[src/rtl/aop_defs.svh]
// Constants for the converter result output port.
`ifndef AOP_DEFS_SVH
`define AOP_DEFS_SVH
`define AOP_RES_W       18
`define AOP_MSB         17
`define AOP_CNT_W       16
`define AOP_BITS_W      5
`define AOP_MODE_PAR18  2'h0
`define AOP_MODE_WORD   2'h1
`define AOP_MODE_BYTE   2'h2
`define AOP_MODE_SER    2'h3
`define AOP_PIN_CODING  0
`define AOP_PIN_WORD    1
`define AOP_PIN_BYTE    2
`define AOP_PIN_SERIAL_RESULT_OUT   10
`define AOP_PIN_SCLK    11
`define AOP_PIN_SYNC    12
`define AOP_PIN_RDERR   13
`define AOP_BITS_FULL   5'h12
`define AOP_CONV_CYC    100
`define AOP_CAL_CYC     200
`define AOP_FIFO_DEPTH  4
`endif

[src/rtl/aop_pkg.sv]
// Types shared by the converter result output port.
package aop_pkg;
    typedef enum logic [1:0] {AOP_IDLE, AOP_CAL, AOP_CONV, AOP_PUSH} aop_state_t;
    typedef struct packed {
        logic [17:0] out;
        logic [17:0] oe;
    } aop_bus_t;
endpackage

[src/rtl/aop_port.sv]
// Result FIFO and the control and result output port of the converter.
`timescale 1ns/1ps
`default_nettype none
`include "aop_defs.svh"

// ----------------------------------------
// Result FIFO
// ----------------------------------------
module aop_fifo #(
    parameter int WIDTH = `AOP_RES_W,
    parameter int DEPTH = `AOP_FIFO_DEPTH
) (
    input  wire logic             clock_i,
    input  wire logic             resetn_i,
    input  wire logic             in_valid_i,
    output logic                  in_ready_o,
    input  wire logic [WIDTH-1:0] in_data_i,
    output logic                  out_valid_o,
    input  wire logic             out_ready_i,
    output logic      [WIDTH-1:0] out_data_o
);
    localparam int AW = $clog2(DEPTH);
    logic [WIDTH-1:0] mem_ff [DEPTH];
    logic [AW-1:0]    wp_ff, nxt_wp, rp_ff, nxt_rp;
    logic [AW:0]      cnt_ff, nxt_cnt;
    logic             wr, rd;

    always_comb begin
        in_ready_o  = (cnt_ff != (AW+1)'(DEPTH));
        out_valid_o = (cnt_ff != '0);
        out_data_o  = mem_ff[rp_ff];
        wr          = in_valid_i & in_ready_o;
        rd          = out_valid_o & out_ready_i;
        nxt_wp      = wr ? ((wp_ff == AW'(DEPTH-1)) ? '0 : wp_ff + 1'b1) : wp_ff;
        nxt_rp      = rd ? ((rp_ff == AW'(DEPTH-1)) ? '0 : rp_ff + 1'b1) : rp_ff;
        nxt_cnt     = cnt_ff + (AW+1)'(wr) - (AW+1)'(rd);
    end

    always_ff @(posedge clock_i) begin
        if (!resetn_i) begin
            wp_ff  <= '0;
            rp_ff  <= '0;
            cnt_ff <= '0;
        end else begin
            wp_ff  <= nxt_wp;
            rp_ff  <= nxt_rp;
            cnt_ff <= nxt_cnt;
        end
        if (wr) begin
            mem_ff[wp_ff] <= in_data_i;
        end
    end
endmodule

// ----------------------------------------
// Output port
// ----------------------------------------
// Operation
// - Data pins are driven only while chip select and read strobe are both low.
// - In slave serial mode, serial clock edges count only while chip select is low.
// - Reset input high holds the device idle and drops any running conversion.
// - Falling edge of reset starts calibration, shown by busy held high.
// - Power-down lets a running conversion finish, then blocks new starts.
// - Falling edge of convert start takes a sample and begins a conversion.
// - Mode pins choose 18-bit, 16-bit word, byte or serial read-out.
// - Byte mode puts the selected byte on the upper lanes, lower lanes released.
// - Outside 18-bit mode, pin D0 selects straight binary or twos complement.
// - Busy rises at conversion start and falls when the result is stored.
// - Unfinished slave serial read at new result loses data and pulses a flag.
module aop_port #(
    parameter int CONV_CYCLES = `AOP_CONV_CYC,
    parameter int CAL_CYCLES  = `AOP_CAL_CYC,
    parameter int FIFO_DEPTH  = `AOP_FIFO_DEPTH
) (
    input  wire logic                          clock_i,
    input  wire logic                          resetn_i,
    input  wire logic                          reset_i,
    input  wire logic                          power_down_in_i,
    input  wire logic                          convert_start_n_i,
    input  wire logic                          iface_mode_hi_i,
    input  wire logic                          iface_mode_lo_i,
    input  wire logic                          serial_clock_source_sel_i,
    input  wire logic                          cs_n_i,
    input  wire logic                          rd_n_i,
    input  wire logic [`AOP_MSB:0]             sample_i,
    input  wire logic [`AOP_MSB:0]             data_i,
    output var  aop_pkg::aop_bus_t             data_o,
    output logic                               busy_o
);
    import aop_pkg::*;

    aop_state_t             state_ff, nxt_state;
    logic [`AOP_CNT_W-1:0]  cnt_ff, nxt_cnt;
    logic [`AOP_MSB:0]      sample_ff, nxt_sample, out_ff, nxt_out, shift_ff, nxt_shift;
    logic [`AOP_MSB:0]      fifo_data, coded;
    logic [`AOP_BITS_W-1:0] bits_ff, nxt_bits;
    logic                   cnv_prev_ff, rst_prev_ff, sclk_prev_ff, mclk_ff, nxt_mclk;
    logic                   flag_ff, nxt_flag, nxt_busy;
    logic                   push, in_ready, fifo_valid, pop;
    logic                   start_fall, rst_fall, read_act, straight, slave_edge, master_shift;
    logic                   ser_mode, slave;
    logic [1:0]             mode;
    aop_bus_t               nxt_bus;

    assign mode       = {iface_mode_hi_i, iface_mode_lo_i};
    assign ser_mode   = (mode == `AOP_MODE_SER);
    assign slave      = ser_mode & serial_clock_source_sel_i;
    assign read_act   = ~cs_n_i & ~rd_n_i;
    assign start_fall = cnv_prev_ff & ~convert_start_n_i;
    assign rst_fall   = rst_prev_ff & ~reset_i;
    // In 18-bit mode D0 is a data output, so coding is fixed to straight binary.
    assign straight   = (mode == `AOP_MODE_PAR18) | data_i[`AOP_PIN_CODING];
    assign coded      = {out_ff[`AOP_MSB] ^ ~straight, out_ff[`AOP_MSB-1:0]};

    // ----------------------------------------
    // Conversion sequencer
    // ----------------------------------------
    always_comb begin
        nxt_state  = state_ff;
        nxt_cnt    = cnt_ff;
        nxt_sample = sample_ff;
        push       = 1'b0;
        if (reset_i) begin
            nxt_state = AOP_IDLE;
            nxt_cnt   = '0;
        end else begin
            unique case (state_ff)
                AOP_IDLE: begin
                    if (rst_fall) begin
                        nxt_state = AOP_CAL;
                        nxt_cnt   = `AOP_CNT_W'(CAL_CYCLES - 1);
                    end else if (start_fall && !power_down_in_i) begin
                        nxt_state  = AOP_CONV;
                        nxt_cnt    = `AOP_CNT_W'(CONV_CYCLES - 1);
                        nxt_sample = sample_i;
                    end
                end
                AOP_CAL, AOP_CONV: begin
                    if (cnt_ff == '0) begin
                        nxt_state = (state_ff == AOP_CAL) ? AOP_IDLE : AOP_PUSH;
                    end else begin
                        nxt_cnt = cnt_ff - 1'b1;
                    end
                end
                AOP_PUSH: begin
                    // A full FIFO holds the conversion here, keeping busy high.
                    push = 1'b1;
                    if (in_ready) begin
                        nxt_state = AOP_IDLE;
                    end
                end
            endcase
        end
        nxt_busy = (nxt_state != AOP_IDLE);
    end

    aop_fifo #(.WIDTH(`AOP_RES_W), .DEPTH(FIFO_DEPTH)) u_fifo (
        .clock_i     (clock_i),
        .resetn_i    (resetn_i),
        .in_valid_i  (push),
        .in_ready_o  (in_ready),
        .in_data_i   (sample_ff),
        .out_valid_o (fifo_valid),
        .out_ready_i (pop),
        .out_data_o  (fifo_data)
    );

    // ----------------------------------------
    // Result latch and serial shifter
    // ----------------------------------------
    always_comb begin
        // A parallel read in progress holds the latch so the word stays coherent.
        pop          = fifo_valid & ~(read_act & ~ser_mode);
        slave_edge   = slave & ~cs_n_i & data_i[`AOP_PIN_SCLK] & ~sclk_prev_ff;
        nxt_mclk     = 1'b0;
        master_shift = 1'b0;
        if (ser_mode && !serial_clock_source_sel_i && read_act && bits_ff != `AOP_BITS_FULL) begin
            nxt_mclk     = ~mclk_ff;
            master_shift = mclk_ff;
        end
        nxt_out   = out_ff;
        nxt_shift = shift_ff;
        nxt_bits  = bits_ff;
        nxt_flag  = 1'b0;
        if (pop) begin
            nxt_out   = fifo_data;
            nxt_shift = {fifo_data[`AOP_MSB] ^ ~straight, fifo_data[`AOP_MSB-1:0]};
            nxt_bits  = '0;
            nxt_flag  = slave && bits_ff != '0 && bits_ff != `AOP_BITS_FULL;
        end else if ((slave_edge || master_shift) && bits_ff != `AOP_BITS_FULL) begin
            nxt_shift = {shift_ff[`AOP_MSB-1:0], 1'b0};
            nxt_bits  = bits_ff + 1'b1;
        end
    end

    // ----------------------------------------
    // Pin formatting
    // ----------------------------------------
    always_comb begin
        nxt_bus = '0;
        if (read_act) begin
            unique case (mode)
                `AOP_MODE_PAR18: begin
                    nxt_bus.out = out_ff;
                    nxt_bus.oe  = '1;
                end
                `AOP_MODE_WORD: begin
                    nxt_bus.out[`AOP_MSB:2] = data_i[`AOP_PIN_WORD] ? coded[15:0] : coded[`AOP_MSB:2];
                    nxt_bus.oe[`AOP_MSB:2]  = '1;
                end
                `AOP_MODE_BYTE: begin
                    unique case ({data_i[`AOP_PIN_WORD], data_i[`AOP_PIN_BYTE]})
                        2'h0:    nxt_bus.out[`AOP_MSB:10] = coded[`AOP_MSB:10];
                        2'h1:    nxt_bus.out[`AOP_MSB:10] = coded[9:2];
                        2'h2:    nxt_bus.out[11:10] = coded[1:0];
                        default: nxt_bus.out[`AOP_MSB:16] = coded[1:0];
                    endcase
                    nxt_bus.oe[`AOP_MSB:10] = '1;
                end
                `AOP_MODE_SER: begin
                    nxt_bus.out[`AOP_PIN_SERIAL_RESULT_OUT] = shift_ff[`AOP_MSB];
                    nxt_bus.out[`AOP_PIN_SCLK]  = mclk_ff;
                    nxt_bus.out[`AOP_PIN_SYNC]  = ~serial_clock_source_sel_i & (bits_ff != `AOP_BITS_FULL);
                    nxt_bus.out[`AOP_PIN_RDERR] = flag_ff;
                    nxt_bus.oe[`AOP_PIN_SERIAL_RESULT_OUT]  = 1'b1;
                    nxt_bus.oe[`AOP_PIN_SCLK]   = ~serial_clock_source_sel_i;
                    nxt_bus.oe[`AOP_PIN_SYNC]   = ~serial_clock_source_sel_i;
                    nxt_bus.oe[`AOP_PIN_RDERR]  = serial_clock_source_sel_i;
                end
            endcase
        end
    end

    always_ff @(posedge clock_i) begin
        if (!resetn_i) begin
            state_ff     <= AOP_IDLE;
            cnt_ff       <= '0;
            sample_ff    <= '0;
            out_ff       <= '0;
            shift_ff     <= '0;
            bits_ff      <= `AOP_BITS_FULL;
            cnv_prev_ff  <= 1'b1;
            rst_prev_ff  <= 1'b0;
            sclk_prev_ff <= 1'b0;
            mclk_ff      <= 1'b0;
            flag_ff      <= 1'b0;
            busy_o       <= 1'b0;
            data_o       <= '0;
        end else begin
            state_ff     <= nxt_state;
            cnt_ff       <= nxt_cnt;
            sample_ff    <= nxt_sample;
            out_ff       <= nxt_out;
            shift_ff     <= nxt_shift;
            bits_ff      <= nxt_bits;
            cnv_prev_ff  <= convert_start_n_i;
            rst_prev_ff  <= reset_i;
            sclk_prev_ff <= data_i[`AOP_PIN_SCLK];
            mclk_ff      <= nxt_mclk;
            flag_ff      <= nxt_flag;
            busy_o       <= nxt_busy;
            data_o       <= nxt_bus;
        end
    end
endmodule
`default_nettype wire

[config.mk]
export PLATFORM = sky130hd
export DESIGN_NAME = aop_port
export DESIGN_NICKNAME = d
export VERILOG_FILES = /design/src/rtl/aop_pkg.sv /design/src/rtl/aop_port.sv
export VERILOG_INCLUDE_DIRS = /design/src /design/src/rtl
export SDC_FILE = /design/constraint.sdc
export NUM_CORES = 1
export LEC_CHECK = 0
export ABC_CLOCK_PERIOD_IN_PS = 3900
export BUFFER_PORTS_ARGS = -buffer_cell sky130_fd_sc_hd__buf_2
export CAP_MARGIN = 20
export CORE_MARGIN = 4
export CORE_UTILIZATION = 45
export DETAILED_ROUTE_END_ITERATION = 10
export SYNTH_ARGS = -nofsm -noshare
export SYNTH_HDL_FRONTEND = slang
export SYNTH_SLANG_ARGS = --single-unit
[constraint.sdc]
create_clock -name clock_i -period 3.9 [get_ports clock_i]
set_input_delay 0.39 -clock clock_i [delete_from_list [all_inputs] [get_ports clock_i]]
set_output_delay 0.39 -clock clock_i [all_outputs]
set_load 0.05 [all_outputs]
* Word level (Yosys, flattened, before mapping)
Memory sizes are Yosys's and may differ from the RTL's. A register that Yosys moved wholly into a read port is not among the register bits.
Cells that the tools add are included.
Widths: inputs -> output; s select.
** Cells by class
- Add/subtract/negate cells :: 6
- Eq/ne operators :: 14
- Muxes and demuxes :: 35
- Bitwise logic cells :: 27
- Reduce and logical (&&, ||, !) cells :: 30
** Operators by type and width (number)
- $mux 16 :: 4
- $mux 18 :: 2
- $pmux 16 s2 :: 1
- $mux 2 :: 11
- $pmux 2 s3 :: 3
- $logic_not 16->1 :: 1
- $pmux 4 s2 :: 2
- $pmux 4 s4 :: 1
- $pmux 8 s2 :: 1
- $sub 16x1->16 const B :: 1
- $eq 2x2->1 const B :: 7
- $and 1x1->1 :: 12
- $not 1->1 :: 12
- $pmux 4 s3 :: 1
- $mux 5 :: 2
- $mux 8 :: 1
- $reduce_or 2->1 :: 4
- $logic_and 1x1->1 :: 7
- $eq 2x1->1 const B :: 3
- $logic_not 2->1 :: 3
- $ne 3x3->1 const B :: 2
- $reduce_and 2->1 :: 3
- $reduce_and 3->1 :: 2
- $reduce_bool 2->1 :: 3
- 16 further kinds :: 23
** Word-level totals
- Bits in registers :: 126
- Memory bits (writable) :: 72
- Bits of input ports :: 46
- Output and inout bits :: 37
- Logic and storage cells :: 132
- Memories :: 1
** Memories
- u_fifo.mem_ff :: depth 4, width 18, rd ports 1, clocked after Yosys merged registers in 1, wr ports 1, line aop_port.sv:23 : logic [WIDTH-1:0] mem_ff [DEPTH];

* Logic depth before layout (Yosys ltp)
- Depth after elaboration :: 9
- Mapped depth :: 11

* Hierarchy
Synthesis repeated with hierarchy kept, for this count alone.
** Unflattened totals
- Cells, all modules :: 710
- Area total of the unflattened synthesis :: 7900.1 um2
** Modules (own cells, without submodules)
- aop_port :: instances 1, cells an instance 564, area an instance 4817.1 um2
- aop_fifo :: instances 1, cells an instance 146, area an instance 3083.0 um2

* Worst setup path after synthesis
OpenSTA, ideal clock, no wires.
- Path kind :: input port to flip-flop
- From :: input iface_mode_lo_i
- To :: register u_fifo.cnt_ff[2]
- Library setup time :: 0.115 ns
- Arrival time :: 2.330 ns
- Required time :: 3.785 ns
- Slack :: 1.455 ns
- Cell stages on the path :: 11
- Path buffers :: 2
- Path through :: clkbuf_1 nand2_1 a21o_1 inv_1 clkbuf_1 ha_1 inv_1 ha_1 fa_1 xnor2_1 and2_1
** On the way
- Word-level cells in the longest chain between the ends :: 7
** RTL lines
- from (decl) :: line aop_port.sv:81 : input wire logic iface_mode_lo_i,
- $eq 2x2->1
- $not 1->1 :: line aop_port.sv:173 : pop = fifo_valid & ~(read_act & ~ser_mode);
- $and 1x1->1 :: line aop_port.sv:173
- $not 1->1 :: line aop_port.sv:173
- $and 1x1->1 :: line aop_port.sv:173
- $and 1x1->1 :: line aop_port.sv:33 : rd = out_valid_o & out_ready_i;
- net u_fifo.rd :: line aop_port.sv:26 : logic wr, rd;
- $sub 3x1->3 :: line aop_port.sv:36 : nxt_cnt = cnt_ff + (AW+1)'(wr) - (AW+1)'(rd);
- to (signal assigned) :: line aop_port.sv:47 : cnt_ff <= nxt_cnt;
- to (decl) :: line aop_port.sv:25 : logic [AW:0] cnt_ff, nxt_cnt;
The timed path passes the listed nets, and every way through them passes these cells.
A chain may end at the register's enable or synchronous reset.

* Worst setup path in the final report
- From :: register state_ff[0]
- To :: register cnt_ff[3]
** On the way
- Word-level cells in the longest chain between the ends :: 4
- Elaborated cells on any way between the ends :: 9
- Classes of those cells :: 4 x eq/ne; 1 x mux; 4 x reduce/logical
** RTL lines
- from (decl) :: line aop_port.sv:92 : aop_state_t state_ff, nxt_state;
- from (signal assigned) :: line aop_port.sv:250 : state_ff <= nxt_state;
- $eq 2x1->1 or $eq 2x2->1 (tied branches) :: line aop_port.sv:127 : unique case (state_ff)
- $reduce_or 2->1 :: line aop_port.sv:127
- $ne 2x2->1 (no line) or $reduce_bool 2->1 (tied branches)
- $reduce_and 3->1 (no line)
- to (signal assigned) :: line aop_port.sv:251 : cnt_ff <= nxt_cnt;
- to (decl) :: line aop_port.sv:93 : logic [`AOP_CNT_W-1:0] cnt_ff, nxt_cnt;
Several ways; a longest one is shown, not always the timed one.

==> flow_results.xml <==
<?xml version="1.0" encoding="UTF-8"?>
<metrics>
  <group name="run_status">
    <metric name="run_status" unit="">complete, no violations</metric>
  </group>
  <group name="synth">
    <metric name="synth-async-reset-ratio" unit="">0</metric>
    <metric name="synth-seq-area-share" unit="">0.567</metric>
    <metric name="predominant_post_synthesis_flop_cell" unit="">dfxtp_1</metric>
    <metric name="yosysWarnings" unit="">0</metric>
    <metric name="synth_fp_nets" unit="">776</metric>
    <metric name="ys_seq_elements" unit="">188</metric>
    <metric name="synth_area" unit="um2">7910</metric>
    <metric name="post_synth_cell_types" unit="">63</metric>
    <metric name="netlist_instances" unit="">713</metric>
    <metric name="syn_avg_cell_area" unit="um2">11.1</metric>
    <metric name="synth_enable_flop_cells" unit="">72</metric>
  </group>
  <group name="floorplanning">
    <metric name="dieHeight" unit="um">141</metric>
    <metric name="die-width" unit="um">141</metric>
    <metric name="top_level_ports" unit="">83</metric>
    <metric name="core_region_area" unit="um2">17200</metric>
    <metric name="floorplan.die_area" unit="um2">19800</metric>
    <metric name="fp-row-count" unit="">48</metric>
    <metric name="floorplan.initialDensity" unit="">0.459</metric>
  </group>
  <group name="routing">
    <metric name="vias_after_detailed_routing" unit="">5158</metric>
    <metric name="route.detailed.vias_per_inst" unit="">5.20</metric>
    <metric name="first_iter_violations" unit="">291</metric>
    <metric name="drt_pass_1_iters" unit="">5</metric>
    <metric name="detail_route.wl_per_cell" unit="um">15.8</metric>
    <metric name="routed_wirelength" unit="um">15600</metric>
    <metric name="detail_route.drc_violations" unit="">0</metric>
    <metric name="antenna_left" unit="">0</metric>
  </group>
  <group name="timing">
    <metric name="final.setup_skew" unit="ps">8.19</metric>
    <metric name="finalCritPeriodShare" unit="">0.629</metric>
    <metric name="slew-limit-headroom" unit="">0.329</metric>
    <metric name="report.final.slew_viol_count" unit="">0</metric>
    <metric name="hold_viol_final" unit="">0</metric>
    <metric name="fin_setup_tns" unit="ps">0</metric>
    <metric name="rsz0062_at_grt" unit="">no</metric>
    <metric name="clock.fmax" unit="MHz">408</metric>
    <metric name="final.min_clock_period" unit="ps">2450</metric>
    <metric name="finalSetupViolations" unit="">0</metric>
    <metric name="worst-slew-pin-transition" unit="ps">1010</metric>
  </group>
  <group name="finish">
    <metric name="syn2layout_area_growth" unit="%">12.3</metric>
    <metric name="final_core_util" unit="">0.515</metric>
    <metric name="mostFrequentLayoutCells" unit="">116 x dfxtp_1, 110 x nand2_1, 72 x edfxtp_1</metric>
    <metric name="antenna_cells_inserted" unit="">0</metric>
    <metric name="share_of_final_layout_standard_cells_stronger_than_drive_strength_1" unit="">0.167</metric>
    <metric name="final-instance-count-excl-fill" unit="">991</metric>
    <metric name="num-nets-final" unit="">816</metric>
    <metric name="layout.cells.most_common" unit="">dfxtp_1</metric>
  </group>
  <group name="clock_network">
    <metric name="cts.sinks" unit="">188</metric>
    <metric name="tritoncts" unit="">done</metric>
    <metric name="clock_insertion_delay_worst_skew" unit="ps">420</metric>
    <metric name="cts-root-buf" unit="">clkbuf_16</metric>
    <metric name="clk_pin_slew_worst_paths" unit="ps">70</metric>
    <metric name="postCtsResizedCells" unit="">0</metric>
    <metric name="tritoncts.num_buffers" unit="">17</metric>
    <metric name="post-cts-setup-buffers" unit="">0</metric>
    <metric name="cts-hold-fix-buffers" unit="">0</metric>
    <metric name="ctsHtreeMaxLevel" unit="">4</metric>
    <metric name="cts_buffer_depth" unit="">2</metric>
  </group>
  <group name="power_and_ir_drop">
    <metric name="vdd_ir_drop_max" unit="mV">0.324</metric>
    <metric name="p_total" unit="uW">5130</metric>
    <metric name="power-per-cell-area" unit="nW/um2">577</metric>
    <metric name="total_leakage_power" unit="uW">0.00342</metric>
  </group>
  <group name="global_routing">
    <metric name="vias_in_the_first_global_route" unit="">5146</metric>
    <metric name="grt_max_degree" unit="">59</metric>
    <metric name="track_usage" unit="">0.164</metric>
    <metric name="grt_pass1_wl" unit="um">26000</metric>
    <metric name="grt_remaining_overflow" unit="">0</metric>
    <metric name="initial_antenna_violation_count" unit="">0</metric>
  </group>
  <group name="critical_path">
    <metric name="worstRegToRegCells" unit="">7</metric>
    <metric name="crit_chain" unit="">inv_1, ha_1, inv_1, a31oi_1, a21boi_1, a211oi_1, a31o_1</metric>
    <metric name="worstPathMaxFanout" unit="">12</metric>
    <metric name="cp_common_cell" unit="">inv_1</metric>
    <metric name="worstSetupEndpointType" unit="">flip-flop</metric>
    <metric name="worst_setup_path_start_kind" unit="">flip-flop</metric>
    <metric name="path_delay_family" unit="">compound AO/OA/AOI/OAI gates</metric>
    <metric name="critical-path-slowest-cell" unit="">ha_1</metric>
    <metric name="start_point_of_the_critical_path" unit="">state_ff[0]</metric>
    <metric name="critical_path.reg2reg.endpoint" unit="">cnt_ff[3]</metric>
    <metric name="cp.arrival" unit="ps">2770</metric>
    <metric name="setup.worst_path.end" unit="">cnt_ff[3]</metric>
    <metric name="critical_path.n_buffers_inverters" unit="">2</metric>
    <metric name="cp_slowest_stage_delay" unit="ps">500</metric>
    <metric name="cp.required" unit="ps">4220</metric>
    <metric name="r2r-start" unit="">state_ff[0]</metric>
    <metric name="timing.critical_path.depth" unit="">7</metric>
    <metric name="setup.reg_to_reg.worst_slack" unit="ps">1450</metric>
    <metric name="critical_path_class" unit="">reg -&gt; reg</metric>
  </group>
  <group name="place">
    <metric name="io_buffer_count" unit="">68</metric>
    <metric name="gp_congestion" unit="">0.868</metric>
    <metric name="detailedPlacementHpwl" unit="um">10600</metric>
    <metric name="dp_cells" unit="">959</metric>
  </group>
  <group name="flow_run">
    <metric name="maxCapViolations" unit="">0</metric>
  </group>
  <group name="min_path">
    <metric name="hold_path_class" unit="">in -&gt; reg</metric>
  </group>
</metrics>
## cells by family after synthesis
logic type | synth area share
buffers and inverters | 0.0414
AOI/OAI and AO/OA | 0.121
and+or+nand+nor | 0.136
DFF | 0.567
muxes | 0.0892
adders and majority gates | 0.0278
xor gates and xnor gates | 0.0177
## through the flow
stage | worst slack (ps) | hold slack (ps) | cell area, um2
final | 1450 | 173 | 8880
after global routing | 1160 | 185 | 8880
after CTS | 1370 | 161 | 8880
after detailed placement | 1370 | 422 | 8340
after global placement | 1350 | 421 | 8320
after floorplan | 1450 | 401 | 7910
## Yosys cell counts (all sizes together) (2+ instances only)
cell type	n	area, um2
a211oi	8	60.1
a21boi	39	293
a21o	3	22.5
a21oi	36	180
a221oi	2	17.5
a31o	4	35.0
a31oi	7	50.1
and2	12	75.1
and3	4	25.0
buf	18	118
clkbuf	34	128
dfxtp	116	2320
edfxtp	72	2160
ha	16	200
inv	22	82.6
mux2i	30	300
mux4	18	405
nand2	110	413
nand2b	7	43.8
nand3	10	50.1
nand3b	3	22.5
nand4	6	37.5
nand4b	3	26.3
nor2	37	139
nor2b	6	37.5
nor3	10	55.1
nor3b	2	15.0
nor4	4	31.3
o21a	2	15.0
o21ai	25	125
o311ai	2	25.0
o31ai	2	15.0
o32a	2	20.0
o32ai	2	17.5
or2	2	12.5
or3	3	18.8
or3b	2	17.5
or4	3	30.0
xnor2	6	52.6
xor2	10	87.6
## cell type report
type	count	area (um2)
Clock buffer	18	429
Timing Repair Buffer	73	398
Clock inverter	14	110
Multi-Input combinational cell	451	3100
Sequential cell	188	4480
Inverter	22	82.6
Fill cell	1537	8350
Tap cell	225	282
## worst min path at each step
stage	from	end	slack (ps)	depth (start not counted)
2_1_floorplan	mclk_ff	mclk_ff	400	1
3_3_place_gp	mclk_ff	mclk_ff	420	1
3_5_place_dp	mclk_ff	mclk_ff	420	1
4_1_cts	convert_start_n_i	cnv_prev_ff	160	2
5_1_grt	convert_start_n_i	cnv_prev_ff	180	2
6_report	convert_start_n_i	cnv_prev_ff	170	2
## per-layer routing
layer | routed length (um) | GRT usage
met2 | 7460 | 0.271
met3 | 613 | 0.0326
met1 | 7330 | 0.219
met5 | 0 | 0
met4 | 216 | 0.0515
## flip-flops by register name (all words and copies together), names as in the netlist, 3 cells and up, named ones only
register       flops
shift_ff          18
sample_ff         18
bits_ff            5
cnt_ff            16
u_fifo.mem_ff     72
u_fifo.cnt_ff      3
data_o            24
out_ff            18
## power by group
part,leakage [uW],total (uW),switching (uW),internal [uW]
logic,0.00154,1070,605,465
clock network,0.000261,1580,752,828
registers,0.00162,2480,235,2240
total,0.00342,5130,1590,3540
(Power assumes the default switching activity.)
